**config.mk**
```make
export PLATFORM = sky130hd
export DESIGN_NAME = irs_route_soft_status
export DESIGN_NICKNAME = d
export VERILOG_FILES = /design/src/irs_pkg.sv /design/src/irs_evt_if.sv /design/src/irs_sticky_bank.sv /design/src/irs_route_soft_status.sv
export SDC_FILE = /design/constraint.sdc
export NUM_CORES = 1
export LEC_CHECK = 0
export BUFFER_PORTS_ARGS = -buffer_cell sky130_fd_sc_hd__buf_2
export CORE_MARGIN = 4
export CORE_UTILIZATION = 50
export DETAILED_ROUTE_END_ITERATION = 12
export PLACE_DENSITY = 0.95
export RECOVER_POWER = 25
export SYNTH_ARGS = -nofsm -noshare
export SYNTH_HDL_FRONTEND = slang
export SYNTH_SLANG_ARGS = --single-unit
```
**constraint.sdc**
```tcl
create_clock -name sys_clk -period 3.2 [get_ports sys_clk]
set_input_delay 0.32 -clock sys_clk [delete_from_list [all_inputs] [get_ports sys_clk]]
set_output_delay 0.32 -clock sys_clk [all_outputs]
set_load 0.02 [all_outputs]
```
**src/irs_pkg.sv**
```systemverilog
// Purpose: shared constants for the low-battery route, software request
//          and status-two register block
// Assumes: AXI4-Lite, 32-bit data, registers 16 bits wide in the low half
// Notes:   printed offsets are register indices; byte address is index * 4
package irs_pkg;
	timeunit 1ns;
	timeprecision 1ps;
	// ==========================================================
	// bus widths and answers
	localparam int IRS_AW = 32;
	localparam int IRS_DW = 32;
	localparam int IRS_RW = 16;
	localparam int IRS_SW = 4;
	localparam int IRS_LANE_LO = 0;
	localparam logic [1:0] IRS_RESP_OKAY = 2'h0;
	localparam logic [1:0] IRS_RESP_DECERR = 2'h3;

	// ==========================================================
	// register indices and byte addresses
	localparam logic [IRS_AW-1:0] IRS_IDX_ROUTE = 32'h0F00_0098;
	localparam logic [IRS_AW-1:0] IRS_IDX_SOFT = 32'h0F00_009A;
	localparam logic [IRS_AW-1:0] IRS_IDX_STAT = 32'h0F00_00A0;
	localparam logic [IRS_AW-1:0] IRS_IDX_EVT_STAT = 32'h0F00_00C0;
	localparam logic [IRS_AW-1:0] IRS_IDX_EVT_MASK = 32'h0F00_00C2;
	localparam logic [IRS_AW-1:0] IRS_ADDR_ROUTE = {IRS_IDX_ROUTE[29:0], 2'h0};
	localparam logic [IRS_AW-1:0] IRS_ADDR_SOFT = {IRS_IDX_SOFT[29:0], 2'h0};
	localparam logic [IRS_AW-1:0] IRS_ADDR_STAT = {IRS_IDX_STAT[29:0], 2'h0};
	localparam logic [IRS_AW-1:0] IRS_ADDR_EVT_STAT = {IRS_IDX_EVT_STAT[29:0], 2'h0};
	localparam logic [IRS_AW-1:0] IRS_ADDR_EVT_MASK = {IRS_IDX_EVT_MASK[29:0], 2'h0};

	// ==========================================================
	// field layout
	localparam int IRS_ROUTE_BIT = 0;
	localparam int IRS_BIT_BUS_CONTROL = 9;
	localparam int IRS_BIT_CLOCKED_SERIAL = 8;
	localparam int IRS_BIT_SYSTEM_CONTROL = 7;
	localparam int IRS_BIT_PCI_BRIDGE = 6;
	localparam int IRS_BIT_DEBUG_SERIAL = 5;
	localparam int IRS_BIT_FAST_INFRARED = 4;
	localparam int IRS_BIT_TCLOCK_COUNTER = 3;
	localparam int IRS_BIT_RESERVED = 2;
	localparam int IRS_BIT_INDICATOR = 1;
	localparam int IRS_BIT_RTC_LONG_TWO = 0;
	localparam int IRS_FLAG_TOP = 9;
	localparam logic [IRS_RW-1:0] IRS_STAT_MASK = 16'h03FB;
	localparam logic [IRS_RW-1:0] IRS_REG_RESET = 16'h0000;
	localparam logic [IRS_SW-1:0] IRS_SOFT_RESET = 4'h0;

	// ==========================================================
	// event bank
	localparam int IRS_EVT_W = 3;
	localparam int IRS_EVT_LOWBAT = 0;
	localparam int IRS_EVT_FLAG = 1;
	localparam int IRS_EVT_SOFT = 2;
	localparam logic [IRS_EVT_W-1:0] IRS_EVT_CLEAR = 3'h0;
endpackage : irs_pkg

```
**src/irs_evt_if.sv**
```systemverilog
// Purpose: carrier between the register block and its sticky event bank
// Assumes: single clock domain
// Notes:   set and clr are one-cycle pulses per bit
interface irs_evt_if import irs_pkg::*; ();
	timeunit 1ns;
	timeprecision 1ps;
	logic [IRS_EVT_W-1:0] set;
	logic [IRS_EVT_W-1:0] clr;
	logic [IRS_EVT_W-1:0] mask;
	logic [IRS_EVT_W-1:0] status;
	logic pending;
	modport bank (input set, input clr, input mask, output status, output pending);
	modport ctl (output set, output clr, output mask, input status, input pending);
endinterface : irs_evt_if

```
**src/irs_sticky_bank.sv**
```systemverilog
// Purpose: sticky event flags with write-one-to-clear and mask
// Assumes: clr comes from a bus write, set from block logic
// Notes:   a set in the clearing cycle survives the clear
module irs_sticky_bank import irs_pkg::*; (
	// clock and reset
	input wire logic sys_clk,
	input wire logic rstn,
	// event carrier
	irs_evt_if.bank evt
);
	timeunit 1ns;
	timeprecision 1ps;

	// ==========================================================
	// flag update
	logic [IRS_EVT_W-1:0] next_status;

	// set beats clear so no event is lost
	assign next_status = (evt.status & ~evt.clr) | evt.set;

	always_ff @(posedge sys_clk or negedge rstn) begin
		if (!rstn) begin
			evt.status <= IRS_EVT_CLEAR;
		end else begin
			evt.status <= next_status;
		end
	end

	assign evt.pending = |(evt.status & evt.mask);
endmodule : irs_sticky_bank

```
**src/irs_route_soft_status.sv**
```systemverilog
// Purpose: low-battery route selector, software request register and
//          status-two flags, with AXI4-Lite access and a unit interrupt
// Assumes: source requests and mask inputs synchronous to sys_clk
// Notes:   registers sit in the low 16 bits of each word
//
// Local design decision: register access over AXI4-Lite.
module irs_route_soft_status import irs_pkg::*; (
	// clock and resets
	input wire logic sys_clk,
	input wire logic rstn,
	input wire logic rtc_domain_reset,
	// axi4-lite write address
	input wire logic [IRS_AW-1:0] s_axi_awaddr,
	input wire logic s_axi_awvalid,
	output logic s_axi_awready,
	// axi4-lite write data
	input wire logic [IRS_DW-1:0] s_axi_wdata,
	input wire logic [3:0] s_axi_wstrb,
	input wire logic s_axi_wvalid,
	output logic s_axi_wready,
	// axi4-lite write response
	output logic [1:0] s_axi_bresp,
	output logic s_axi_bvalid,
	input wire logic s_axi_bready,
	// axi4-lite read address
	input wire logic [IRS_AW-1:0] s_axi_araddr,
	input wire logic s_axi_arvalid,
	output logic s_axi_arready,
	// axi4-lite read data
	output logic [IRS_DW-1:0] s_axi_rdata,
	output logic [1:0] s_axi_rresp,
	output logic s_axi_rvalid,
	input wire logic s_axi_rready,
	// on-chip request sources
	input wire logic low_battery_req,
	input wire logic bus_control_req,
	input wire logic clocked_serial_req,
	input wire logic system_control_req,
	input wire logic pci_bridge_req,
	input wire logic debug_serial_req,
	input wire logic fast_infrared_req,
	input wire logic tclock_counter_req,
	input wire logic indicator_req,
	input wire logic rtc_long_two_req,
	// enable masks held elsewhere
	input wire logic software_irq_enable,
	input wire logic [IRS_RW-1:0] system_mask_two,
	// cpu core lines
	output logic cpu_nmi,
	output logic cpu_int0,
	output logic [IRS_SW-1:0] cpu_soft_req,
	// unit interrupt
	output logic irq
);
	timeunit 1ns;
	timeprecision 1ps;

	// ==========================================================
	// state
	logic low_battery_route_select;
	logic [IRS_SW-1:0] software_request_bits;
	logic [IRS_RW-1:0] flag_status;
	logic [IRS_EVT_W-1:0] evt_mask;
	logic lowbat_prev;
	logic aw_held;
	logic [IRS_AW-1:0] aw_addr_q;
	logic w_held;
	logic [IRS_DW-1:0] w_data_q;
	logic [3:0] w_strb_q;

	irs_evt_if evt ();

	irs_sticky_bank u_bank (
		.sys_clk(sys_clk),
		.rstn(rstn),
		.evt(evt)
	);

	// ==========================================================
	// write channel decode
	wire aw_take = s_axi_awvalid & s_axi_awready;
	wire w_take = s_axi_wvalid & s_axi_wready;
	wire bus_done = s_axi_bvalid & s_axi_bready;
	// both halves held and no answer pending
	wire wr_go = aw_held & w_held & ~s_axi_bvalid;
	wire lane_lo = w_strb_q[IRS_LANE_LO];
	wire [IRS_RW-1:0] wr_word = w_data_q[IRS_RW-1:0];
	wire wr_route = wr_go & (aw_addr_q == IRS_ADDR_ROUTE);
	wire wr_soft = wr_go & (aw_addr_q == IRS_ADDR_SOFT);
	wire wr_stat = wr_go & (aw_addr_q == IRS_ADDR_STAT);
	wire wr_estat = wr_go & (aw_addr_q == IRS_ADDR_EVT_STAT);
	wire wr_emask = wr_go & (aw_addr_q == IRS_ADDR_EVT_MASK);
	wire wr_hit = wr_route | wr_soft | wr_stat | wr_estat | wr_emask;
	// reserved write bits dropped
	// every writable field lives in the low byte lane
	wire route_we = wr_route & lane_lo;
	wire soft_we = wr_soft & lane_lo;
	wire estat_we = wr_estat & lane_lo;
	wire emask_we = wr_emask & lane_lo;

	assign s_axi_awready = ~aw_held;
	assign s_axi_wready = ~w_held;

	wire next_aw_held = aw_take | (aw_held & ~wr_go);
	wire next_w_held = w_take | (w_held & ~wr_go);
	wire next_bvalid = wr_go | (s_axi_bvalid & ~bus_done);
	wire [1:0] next_bresp = wr_hit ? IRS_RESP_OKAY : IRS_RESP_DECERR;

	always_ff @(posedge sys_clk or negedge rstn) begin
		if (!rstn) begin
			aw_held <= 1'b0;
			w_held <= 1'b0;
			s_axi_bvalid <= 1'b0;
		end else begin
			aw_held <= next_aw_held;
			w_held <= next_w_held;
			s_axi_bvalid <= next_bvalid;
		end
	end

	// address and data held apart, since either may arrive first
	always_ff @(posedge sys_clk or negedge rstn) begin
		if (!rstn) begin
			aw_addr_q <= '0;
		end else if (aw_take) begin
			aw_addr_q <= s_axi_awaddr;
		end
	end

	always_ff @(posedge sys_clk or negedge rstn) begin
		if (!rstn) begin
			w_data_q <= '0;
			w_strb_q <= '0;
		end else if (w_take) begin
			w_data_q <= s_axi_wdata;
			w_strb_q <= s_axi_wstrb;
		end
	end

	always_ff @(posedge sys_clk or negedge rstn) begin
		if (!rstn) begin
			s_axi_bresp <= IRS_RESP_OKAY;
		end else if (wr_go) begin
			s_axi_bresp <= next_bresp;
		end
	end

	// ==========================================================
	// route and software request registers
	logic next_route;
	logic [IRS_SW-1:0] next_soft;

	always_comb begin
		next_route = low_battery_route_select;
		next_soft = software_request_bits;
		if (rtc_domain_reset) begin
			next_route = IRS_REG_RESET[IRS_ROUTE_BIT];
			next_soft = IRS_SOFT_RESET;
		end else begin
			if (route_we) begin
				next_route = wr_word[IRS_ROUTE_BIT];
			end
			if (soft_we) begin
				next_soft = wr_word[IRS_SW-1:0];
			end
		end
	end

	always_ff @(posedge sys_clk or negedge rstn) begin
		if (!rstn) begin
			low_battery_route_select <= IRS_REG_RESET[IRS_ROUTE_BIT];
		end else begin
			low_battery_route_select <= next_route;
		end
	end

	always_ff @(posedge sys_clk or negedge rstn) begin
		if (!rstn) begin
			software_request_bits <= IRS_SOFT_RESET;
		end else begin
			software_request_bits <= next_soft;
		end
	end

	// ==========================================================
	// status-two flags
	wire [IRS_RW-1:0] flag_src;
	assign flag_src[IRS_BIT_BUS_CONTROL] = bus_control_req;
	assign flag_src[IRS_BIT_CLOCKED_SERIAL] = clocked_serial_req;
	assign flag_src[IRS_BIT_SYSTEM_CONTROL] = system_control_req;
	assign flag_src[IRS_BIT_PCI_BRIDGE] = pci_bridge_req;
	assign flag_src[IRS_BIT_DEBUG_SERIAL] = debug_serial_req;
	assign flag_src[IRS_BIT_FAST_INFRARED] = fast_infrared_req;
	assign flag_src[IRS_BIT_TCLOCK_COUNTER] = tclock_counter_req;
	assign flag_src[IRS_BIT_RESERVED] = 1'b0;
	assign flag_src[IRS_BIT_INDICATOR] = indicator_req;
	assign flag_src[IRS_BIT_RTC_LONG_TWO] = rtc_long_two_req;
	assign flag_src[IRS_RW-1:IRS_FLAG_TOP+1] = '0;

	wire [IRS_RW-1:0] next_flags = rtc_domain_reset ? IRS_REG_RESET :
		(flag_src & IRS_STAT_MASK);

	always_ff @(posedge sys_clk or negedge rstn) begin
		if (!rstn) begin
			flag_status <= IRS_REG_RESET;
		end else begin
			flag_status <= next_flags;
		end
	end

	// ==========================================================
	// events into the sticky bank
	// rises only, so a held source raises one event
	wire lowbat_rise = low_battery_req & ~lowbat_prev;
	wire flag_rise = |(next_flags & ~flag_status);
	wire soft_rise = |(next_soft & ~software_request_bits);
	wire [IRS_EVT_W-1:0] next_emask = emask_we ? wr_word[IRS_EVT_W-1:0] : evt_mask;

	assign evt.set[IRS_EVT_LOWBAT] = lowbat_rise;
	assign evt.set[IRS_EVT_FLAG] = flag_rise;
	assign evt.set[IRS_EVT_SOFT] = soft_rise;
	assign evt.clr = estat_we ? wr_word[IRS_EVT_W-1:0] : IRS_EVT_CLEAR;
	assign evt.mask = evt_mask;
	assign irq = evt.pending;

	always_ff @(posedge sys_clk or negedge rstn) begin
		if (!rstn) begin
			lowbat_prev <= 1'b0;
			evt_mask <= IRS_EVT_CLEAR;
		end else begin
			lowbat_prev <= low_battery_req;
			evt_mask <= next_emask;
		end
	end

	// ==========================================================
	// cpu core lines
	// selector picks int0 or nmi
	wire lowbat_to_int0 = low_battery_req & low_battery_route_select;
	wire lowbat_to_nmi = low_battery_req & ~low_battery_route_select;
	wire [IRS_SW-1:0] soft_fwd = software_request_bits & {IRS_SW{software_irq_enable}};
	wire [IRS_RW-1:0] flag_fwd = flag_status & system_mask_two & IRS_STAT_MASK;
	wire next_int0 = lowbat_to_int0 | (|soft_fwd) | (|flag_fwd);

	// lines leave flops so the core never sees a decode glitch
	always_ff @(posedge sys_clk or negedge rstn) begin
		if (!rstn) begin
			cpu_nmi <= 1'b0;
		end else begin
			cpu_nmi <= lowbat_to_nmi;
		end
	end

	always_ff @(posedge sys_clk or negedge rstn) begin
		if (!rstn) begin
			cpu_int0 <= 1'b0;
		end else begin
			cpu_int0 <= next_int0;
		end
	end

	always_ff @(posedge sys_clk or negedge rstn) begin
		if (!rstn) begin
			cpu_soft_req <= IRS_SOFT_RESET;
		end else begin
			cpu_soft_req <= soft_fwd;
		end
	end

	// ==========================================================
	// read channel
	wire ar_take = s_axi_arvalid & s_axi_arready;
	wire rd_route = (s_axi_araddr == IRS_ADDR_ROUTE);
	wire rd_soft = (s_axi_araddr == IRS_ADDR_SOFT);
	wire rd_stat = (s_axi_araddr == IRS_ADDR_STAT);
	wire rd_estat = (s_axi_araddr == IRS_ADDR_EVT_STAT);
	wire rd_emask = (s_axi_araddr == IRS_ADDR_EVT_MASK);
	wire rd_hit = rd_route | rd_soft | rd_stat | rd_estat | rd_emask;
	wire [IRS_RW-1:0] route_word = {{(IRS_RW-1){1'b0}}, low_battery_route_select};
	wire [IRS_RW-1:0] soft_word = {{(IRS_RW-IRS_SW){1'b0}}, software_request_bits};
	wire [IRS_RW-1:0] estat_word = {{(IRS_RW-IRS_EVT_W){1'b0}}, evt.status};
	wire [IRS_RW-1:0] emask_word = {{(IRS_RW-IRS_EVT_W){1'b0}}, evt_mask};
	// unmapped reads return zero with decode error
	// and-or select: a missed decode reads zero, never a stale word
	wire [IRS_RW-1:0] rd_route_part = route_word & {IRS_RW{rd_route}};
	wire [IRS_RW-1:0] rd_soft_part = soft_word & {IRS_RW{rd_soft}};
	wire [IRS_RW-1:0] rd_stat_part = flag_status & {IRS_RW{rd_stat}};
	wire [IRS_RW-1:0] rd_estat_part = estat_word & {IRS_RW{rd_estat}};
	wire [IRS_RW-1:0] rd_emask_part = emask_word & {IRS_RW{rd_emask}};
	wire [IRS_RW-1:0] rd_word = rd_route_part | rd_soft_part | rd_stat_part |
		rd_estat_part | rd_emask_part;
	wire [IRS_DW-1:0] next_rdata = {{(IRS_DW-IRS_RW){1'b0}}, rd_word};
	wire [1:0] next_rresp = rd_hit ? IRS_RESP_OKAY : IRS_RESP_DECERR;
	wire next_rvalid = ar_take | (s_axi_rvalid & ~s_axi_rready);

	// one read in flight keeps rdata stable until taken
	assign s_axi_arready = ~s_axi_rvalid;

	always_ff @(posedge sys_clk or negedge rstn) begin
		if (!rstn) begin
			s_axi_rvalid <= 1'b0;
		end else begin
			s_axi_rvalid <= next_rvalid;
		end
	end

	always_ff @(posedge sys_clk or negedge rstn) begin
		if (!rstn) begin
			s_axi_rdata <= '0;
			s_axi_rresp <= IRS_RESP_OKAY;
		end else if (ar_take) begin
			s_axi_rdata <= next_rdata;
			s_axi_rresp <= next_rresp;
		end
	end
endmodule : irs_route_soft_status

```
# After elaboration in Yosys (flattened, before gate mapping)
# Index checks and enable logic that the tools add are counted.
dict set report totals {
  register_bits 89
  input_bits 135
  word_cells 107
}
dict set report op_classes {
  n_eq_ne 10
  mux 8
  n_bitwise 64
  n_reduce_logical 6
}
# op n
set ops {}
lappend ops {{equality test 32 x 30 -> 1 bit (second input constant)} 10}
lappend ops {{OR 16 bit} 4}
lappend ops {{bitwise AND 10 x 16 -> 16 bit} 2}
lappend ops {{bitwise AND 3 x 16 -> 16 bit} 2}
lappend ops {{bitwise AND 1 bit} 22}
lappend ops {{bitwise AND 1 x 16 -> 16 bit} 1}
lappend ops {{bitwise AND 4 x 16 -> 16 bit} 1}
lappend ops {{inverter 10 -> 16 bit} 1}
lappend ops {{OR reduction 16 bit} 1}
lappend ops {{OR 1 bit} 14}
lappend ops {{bitwise AND 10 bit} 1}
lappend ops {{two-way mux 10 bit} 1}
lappend ops {{inverter 1 bit} 9}
lappend ops {{OR reduction 9 bit} 1}
lappend ops {{bitwise AND 4 bit} 2}
lappend ops {{two-way mux 4 bit} 2}
lappend ops {{OR reduction 4 bit} 2}
lappend ops {{bitwise AND 3 bit} 2}
lappend ops {{two-way mux 2 bit} 2}
lappend ops {{inverter 4 bit} 1}
lappend ops {{two-way mux 3 bit} 1}
lappend ops {{inverter 3 bit} 1}
lappend ops {{OR 3 bit} 1}
lappend ops {{OR reduction 3 bit} 1}
lappend ops {{2 further kinds} 3}

# Longest topological paths before layout
dict set report depth {
  depth_word 9
  depth_mapped 5
}

# Cells and area by module
# A second synthesis with hierarchy kept.
dict set report unflattened {
  hier_cells 337
  hier_area_um2 3783.6
}
# mod instances cells_each area_each_um2 seq_area_each_um2
set by_module_without_submodules {}
lappend by_module_without_submodules {irs_route_soft_status 1 326 3661.0 1926.8}
lappend by_module_without_submodules {irs_sticky_bank 1 11 122.6 75.1}

# Least setup slack after synthesis
# No wires, ideal clock.
dict set report synth_timing {
  path_kind {reg2reg}
  from {reg s_axi_bvalid}
  to {reg evt_mask[0], in the netlist evt.mask[0]}
  setup_ns 0.128
  arrival_ns 1.718
  path_slack_ns 1.355
  path_stages_with_launch 5
  path_buffers 0
  period_less_slack_ns 1.845
  path_cell_list {dfrtp_1 nand3b_1 nor4_1 and3_1 mux2_1}
}
dict set report synth_between {
  elab_chain_len 4
}
# element line
set synth_rtl {}
lappend synth_rtl {{start, declared} irs_route_soft_status.sv:23} ;# output logic s_axi_bvalid,
lappend synth_rtl {{start signal, assigned} irs_route_soft_status.sv:117} ;# s_axi_bvalid <= next_bvalid;
lappend synth_rtl {{inverter 1 bit} irs_route_soft_status.sv:85} ;# wire wr_go = aw_held & w_held & ~s_axi_bvalid;
lappend synth_rtl {{bitwise AND 1 bit} irs_route_soft_status.sv:85}
lappend synth_rtl {{bitwise AND 1 bit} irs_route_soft_status.sv:92} ;# wire wr_emask = wr_go & (aw_addr_q == IRS_ADDR_EVT_MASK);
lappend synth_rtl {{bitwise AND 1 bit} irs_route_soft_status.sv:99} ;# wire emask_we = wr_emask & lane_lo;
lappend synth_rtl {{end signal, assigned} irs_route_soft_status.sv:232} ;# evt_mask <= next_emask;
lappend synth_rtl {{end, declared} irs_route_soft_status.sv:63} ;# logic [IRS_EVT_W-1:0] evt_mask;
# No other way between the ends.
# A chain may end at the register's enable or synchronous reset.

# Worst setup path after layout
dict set report layout_timing {
  from {reg s_axi_bvalid}
  to {reg evt_mask[2], in the netlist evt.mask[2]}
}
# Same word-level chain as after synthesis.

==> impl_metrics.json <==
{
  "outcome": "finished with violations",
  "violated_checks": "max-capacitance violations, max-slew violations",
  "ff_latch_count_synth": 80,
  "report.final.hold_viol_count": 0,
  "r2r_setup_slk_ps": 1080,
  "placeableCoreArea_mm2": 0.00725,
  "num_antenna_cells": 0,
  "tns_ps": 0,
  "rsz0062_at_grt": "no",
  "synth.largest_area_cell": "dfrtp_1",
  "die_width_um": 94.3,
  "design.final.nets": 565,
  "synth_top_cell_area_share_pct": 53.8,
  "post_synth_main_area_contributors": "dfrtp_1 (54%), mux2_2 (10%), buf_4 (4.8%)",
  "max_cap_viol_count": 1,
  "remaining_max_slew_budget_at_the_tightest_pin_pct": -25.4,
  "clock_tree.htree_level_count": 3,
  "clock-sinks": 80,
  "layer_with_the_highest_usage_after_global_routing": "met2",
  "setup.worst_path.start": "s_axi_bvalid",
  "cts_stage_hold_buffer_count": 0,
  "start_util_pct": 51.3,
  "grt_util_met1_pct": 21.0,
  "critical_path_required_ps": 3430,
  "crit_path_max_fanout": 7,
  "flow.area_growth_from_synthesis_pct": 21.5,
  "crit_arrival_ps": 2350,
  "setup_viol_count_final": 0,
  "first_pass_grt_wire_length_um": 13400,
  "drtAntennaViolNets": 0,
  "pin_count_of_the_biggest_net_entering_global_routing": 81,
  "clock_tree.buffer_depth": 2,
  "drt_iter0_drc": 105,
  "worst_hold_startpoint": "low_battery_req",
  "groute.layer.met3.usage_pct": 6.65,
  "timing.rr.end": "evt.mask[2]",
  "postCtsSetupRepairBufs": 0,
  "clock_tree_from_tritoncts": "built",
  "detail_route.vias_per_cell": 5.22,
  "holdPathEnd": "lowbat_prev",
  "congestion_overflow_gr": 0,
  "critPathLaunchType": "register",
  "synth_area_per_cell_um2": 12.1,
  "grt_pass1_vias": 2866,
  "placement.io_buffers": 122,
  "worst_setup_hold_path_clk_slew_ps": 80,
  "synth_cells": 307,
  "layout.area.seq_mm2": 0.00200,
  "timing.final.max_slew_violations": 81,
  "num_io_pins": 183,
  "num_vias": 2790,
  "cellLeakagePower_nw": 2.16,
  "cts_resized": 0,
  "layout_worst_path_cycle_share_pct": 66.1,
  "routed_length_per_instance_um": 15.7,
  "clock-root-buffer": "clkbuf_8",
  "max_slew.worst_pin.slew_ps": 1880,
  "finClkSkew_ps": 11.0,
  "seq_area_frac_synth_pct": 53.8,
  "placementRows": 31,
  "total_power_mw": 2.95,
  "crit_path_end_kind": "register",
  "dominantRegCellSynth": "dfrtp_1",
  "fp.dieH_um": 94.3,
  "post-route-drc-count": 0,
  "groute.layer.met2.usage_pct": 35.3,
  "synth-edff-count": 0,
  "worst_skew_pair.late_latency_ps": 360,
  "power-per-cell-area_mw_per_mm2": 653,
  "timing.final.crit_period_ps": 2120,
  "asyncSetResetFlopFracSynth_pct": 100,
  "die_area_mm2": 0.00889,
  "hold_depth": 1,
  "multi_input_comb_area_mm2": 0.00153,
  "max-vdd-ir-drop_uv": 467,
  "place.gp.congestion": 0.844,
  "cts_made_buffers": 9,
  "final_layout_size_suffix_gt1_share_pct": 41.8,
  "rr_worst_depth": 4,
  "detailedRoute.firstPassIterationCount": 5,
  "hpwl_um": 6440,
  "syn_area_mm2": 0.00372,
  "fillerInstances": 572,
  "wl_um": 8370,
  "hold_slack_ps": 141,
  "worstReg2RegStart": "s_axi_bvalid",
  "antenna_violations_before_repair": 0,
  "hp_class": "input port to register",
  "grt_use_total_pct": 19.7,
  "timing.setup.critical_path_class": "register to register",
  "synth_warnings": 0,
  "synthDistinctLibCells": 47,
  "max_freq_ghz": 0.473
}
[logic make-up (layout without fill, tap and decap cells)]
| family | Yosys count | count (layout) | share of synthesized area, % |
|---|---|---|---|
| buf+inv | 49 | 156 | 7.36 |
| flops | 80 | 80 | 53.8 |
| other cells | 1 | 22 | 0.101 |
| compound gates | 44 | 44 | 8.57 |
| mux | 43 | 43 | 12.8 |
| simple gates | 90 | 90 | 17.4 |
[cells in the final DEF (no fill, tap or decap), types with 3 or more instances in the layout]
cell	instances
nand2_1	11
nor3_1	4
nor2b_1	15
nand4b_1	3
nand4_1	3
a21oi_1	3
o21ai_0	7
mux2i_1	6
a22o_1	8
and2_0	4
conb_1	22
inv_1	17
mux2_1	4
mux2_2	33
o21ai_1	4
nor4_1	5
a31oi_1	3
nor4_4	4
dfrtp_1	80
nor2_1	11
nand2b_1	9
nand3_1	4
clkinv_4	3
a22oi_1	6
clkbuf_8	10
buf_2	119
[power by group]
group / internal, mW / switching [mW] / total [mW] / leakage [nW]
clock network: 0.314 / 0.389 / 0.702 / 0.0987
registers: 1.29 / 0.242 / 1.53 / 0.990
logic: 0.393 / 0.327 / 0.720 / 1.08
total: 1.99 / 0.958 / 2.95 / 2.16
[synthesized netlist by cell type (5+ instances only)]
master / n
dfrtp_1: 80
mux2i_1: 6
nor4_1: 5
nand2b_1: 9
o21ai_0: 7
nor2_1: 11
nand2_1: 11
inv_1: 17
nor2b_1: 16
a22o_1: 8
buf_4: 24
clkbuf_1: 5
a22oi_1: 6
mux2_2: 33
[layer usage]
layer	wire, um	vias up	part of all wire [%]
met5	0	-	0
met4	129	0	1.5
met3	865	12	10
met2	4360	142	52
met1	3010	1326	36
li1	-	1310	-
[how the worst max path moves through the flow]
stage | to | slack (ps) | depth (start not counted)
detailed placement | evt.mask[0] | 1100 | 4
global route | evt.mask[2] | 970 | 4
finish | evt.mask[2] | 1080 | 4
global placement | evt.mask[0] | 1210 | 4
floorplan | evt.mask[0] | 1350 | 4
CTS | evt.mask[2] | 1080 | 4
[critical path: stages (launching register included)]
cell	delay, ps
dfrtp_1	400
nand3b_1	280
nor4_1	650
and3_1	320
mux2_1	330
[flip-flops by register name, summed over array words and instances (netlist names)]
signal                    flops
aw_addr_q                    32
aw_held                       1
cpu_int0                      1
cpu_nmi                       1
cpu_soft_req                  4
evt.mask                      3
flag_status                   9
low_battery_route_select      1
lowbat_prev                   1
s_axi_bresp                   1
s_axi_bvalid                  1
s_axi_rdata                  10
s_axi_rresp                   1
s_axi_rvalid                  1
software_request_bits         4
u_bank.evt.status             3
w_data_q                      4
w_held                        1
w_strb_q                      1
[per-stage QoR]
step,setup slack [ps],util [%],area (um^2),std cells
after CTS,1080,62.4,4530,534
after detailed placement,1100,59.8,4340,518
after global placement,1210,59.8,4340,518
after global routing,966,62.3,4520,534
final,1080,62.3,4520,534
after floorplan,1350,-,3800,328
[final cells by class]
class	instances	share of cell area, %
repair buffers	123	13.6
well taps	99	2.74
clock buffers	10	3.04
inverters	17	1.41
flip-flops and latches	80	44.3
multi-input cells	199	33.8
clock inverters	6	1.13
No activity file was read; power rests on OpenSTA's default activity.
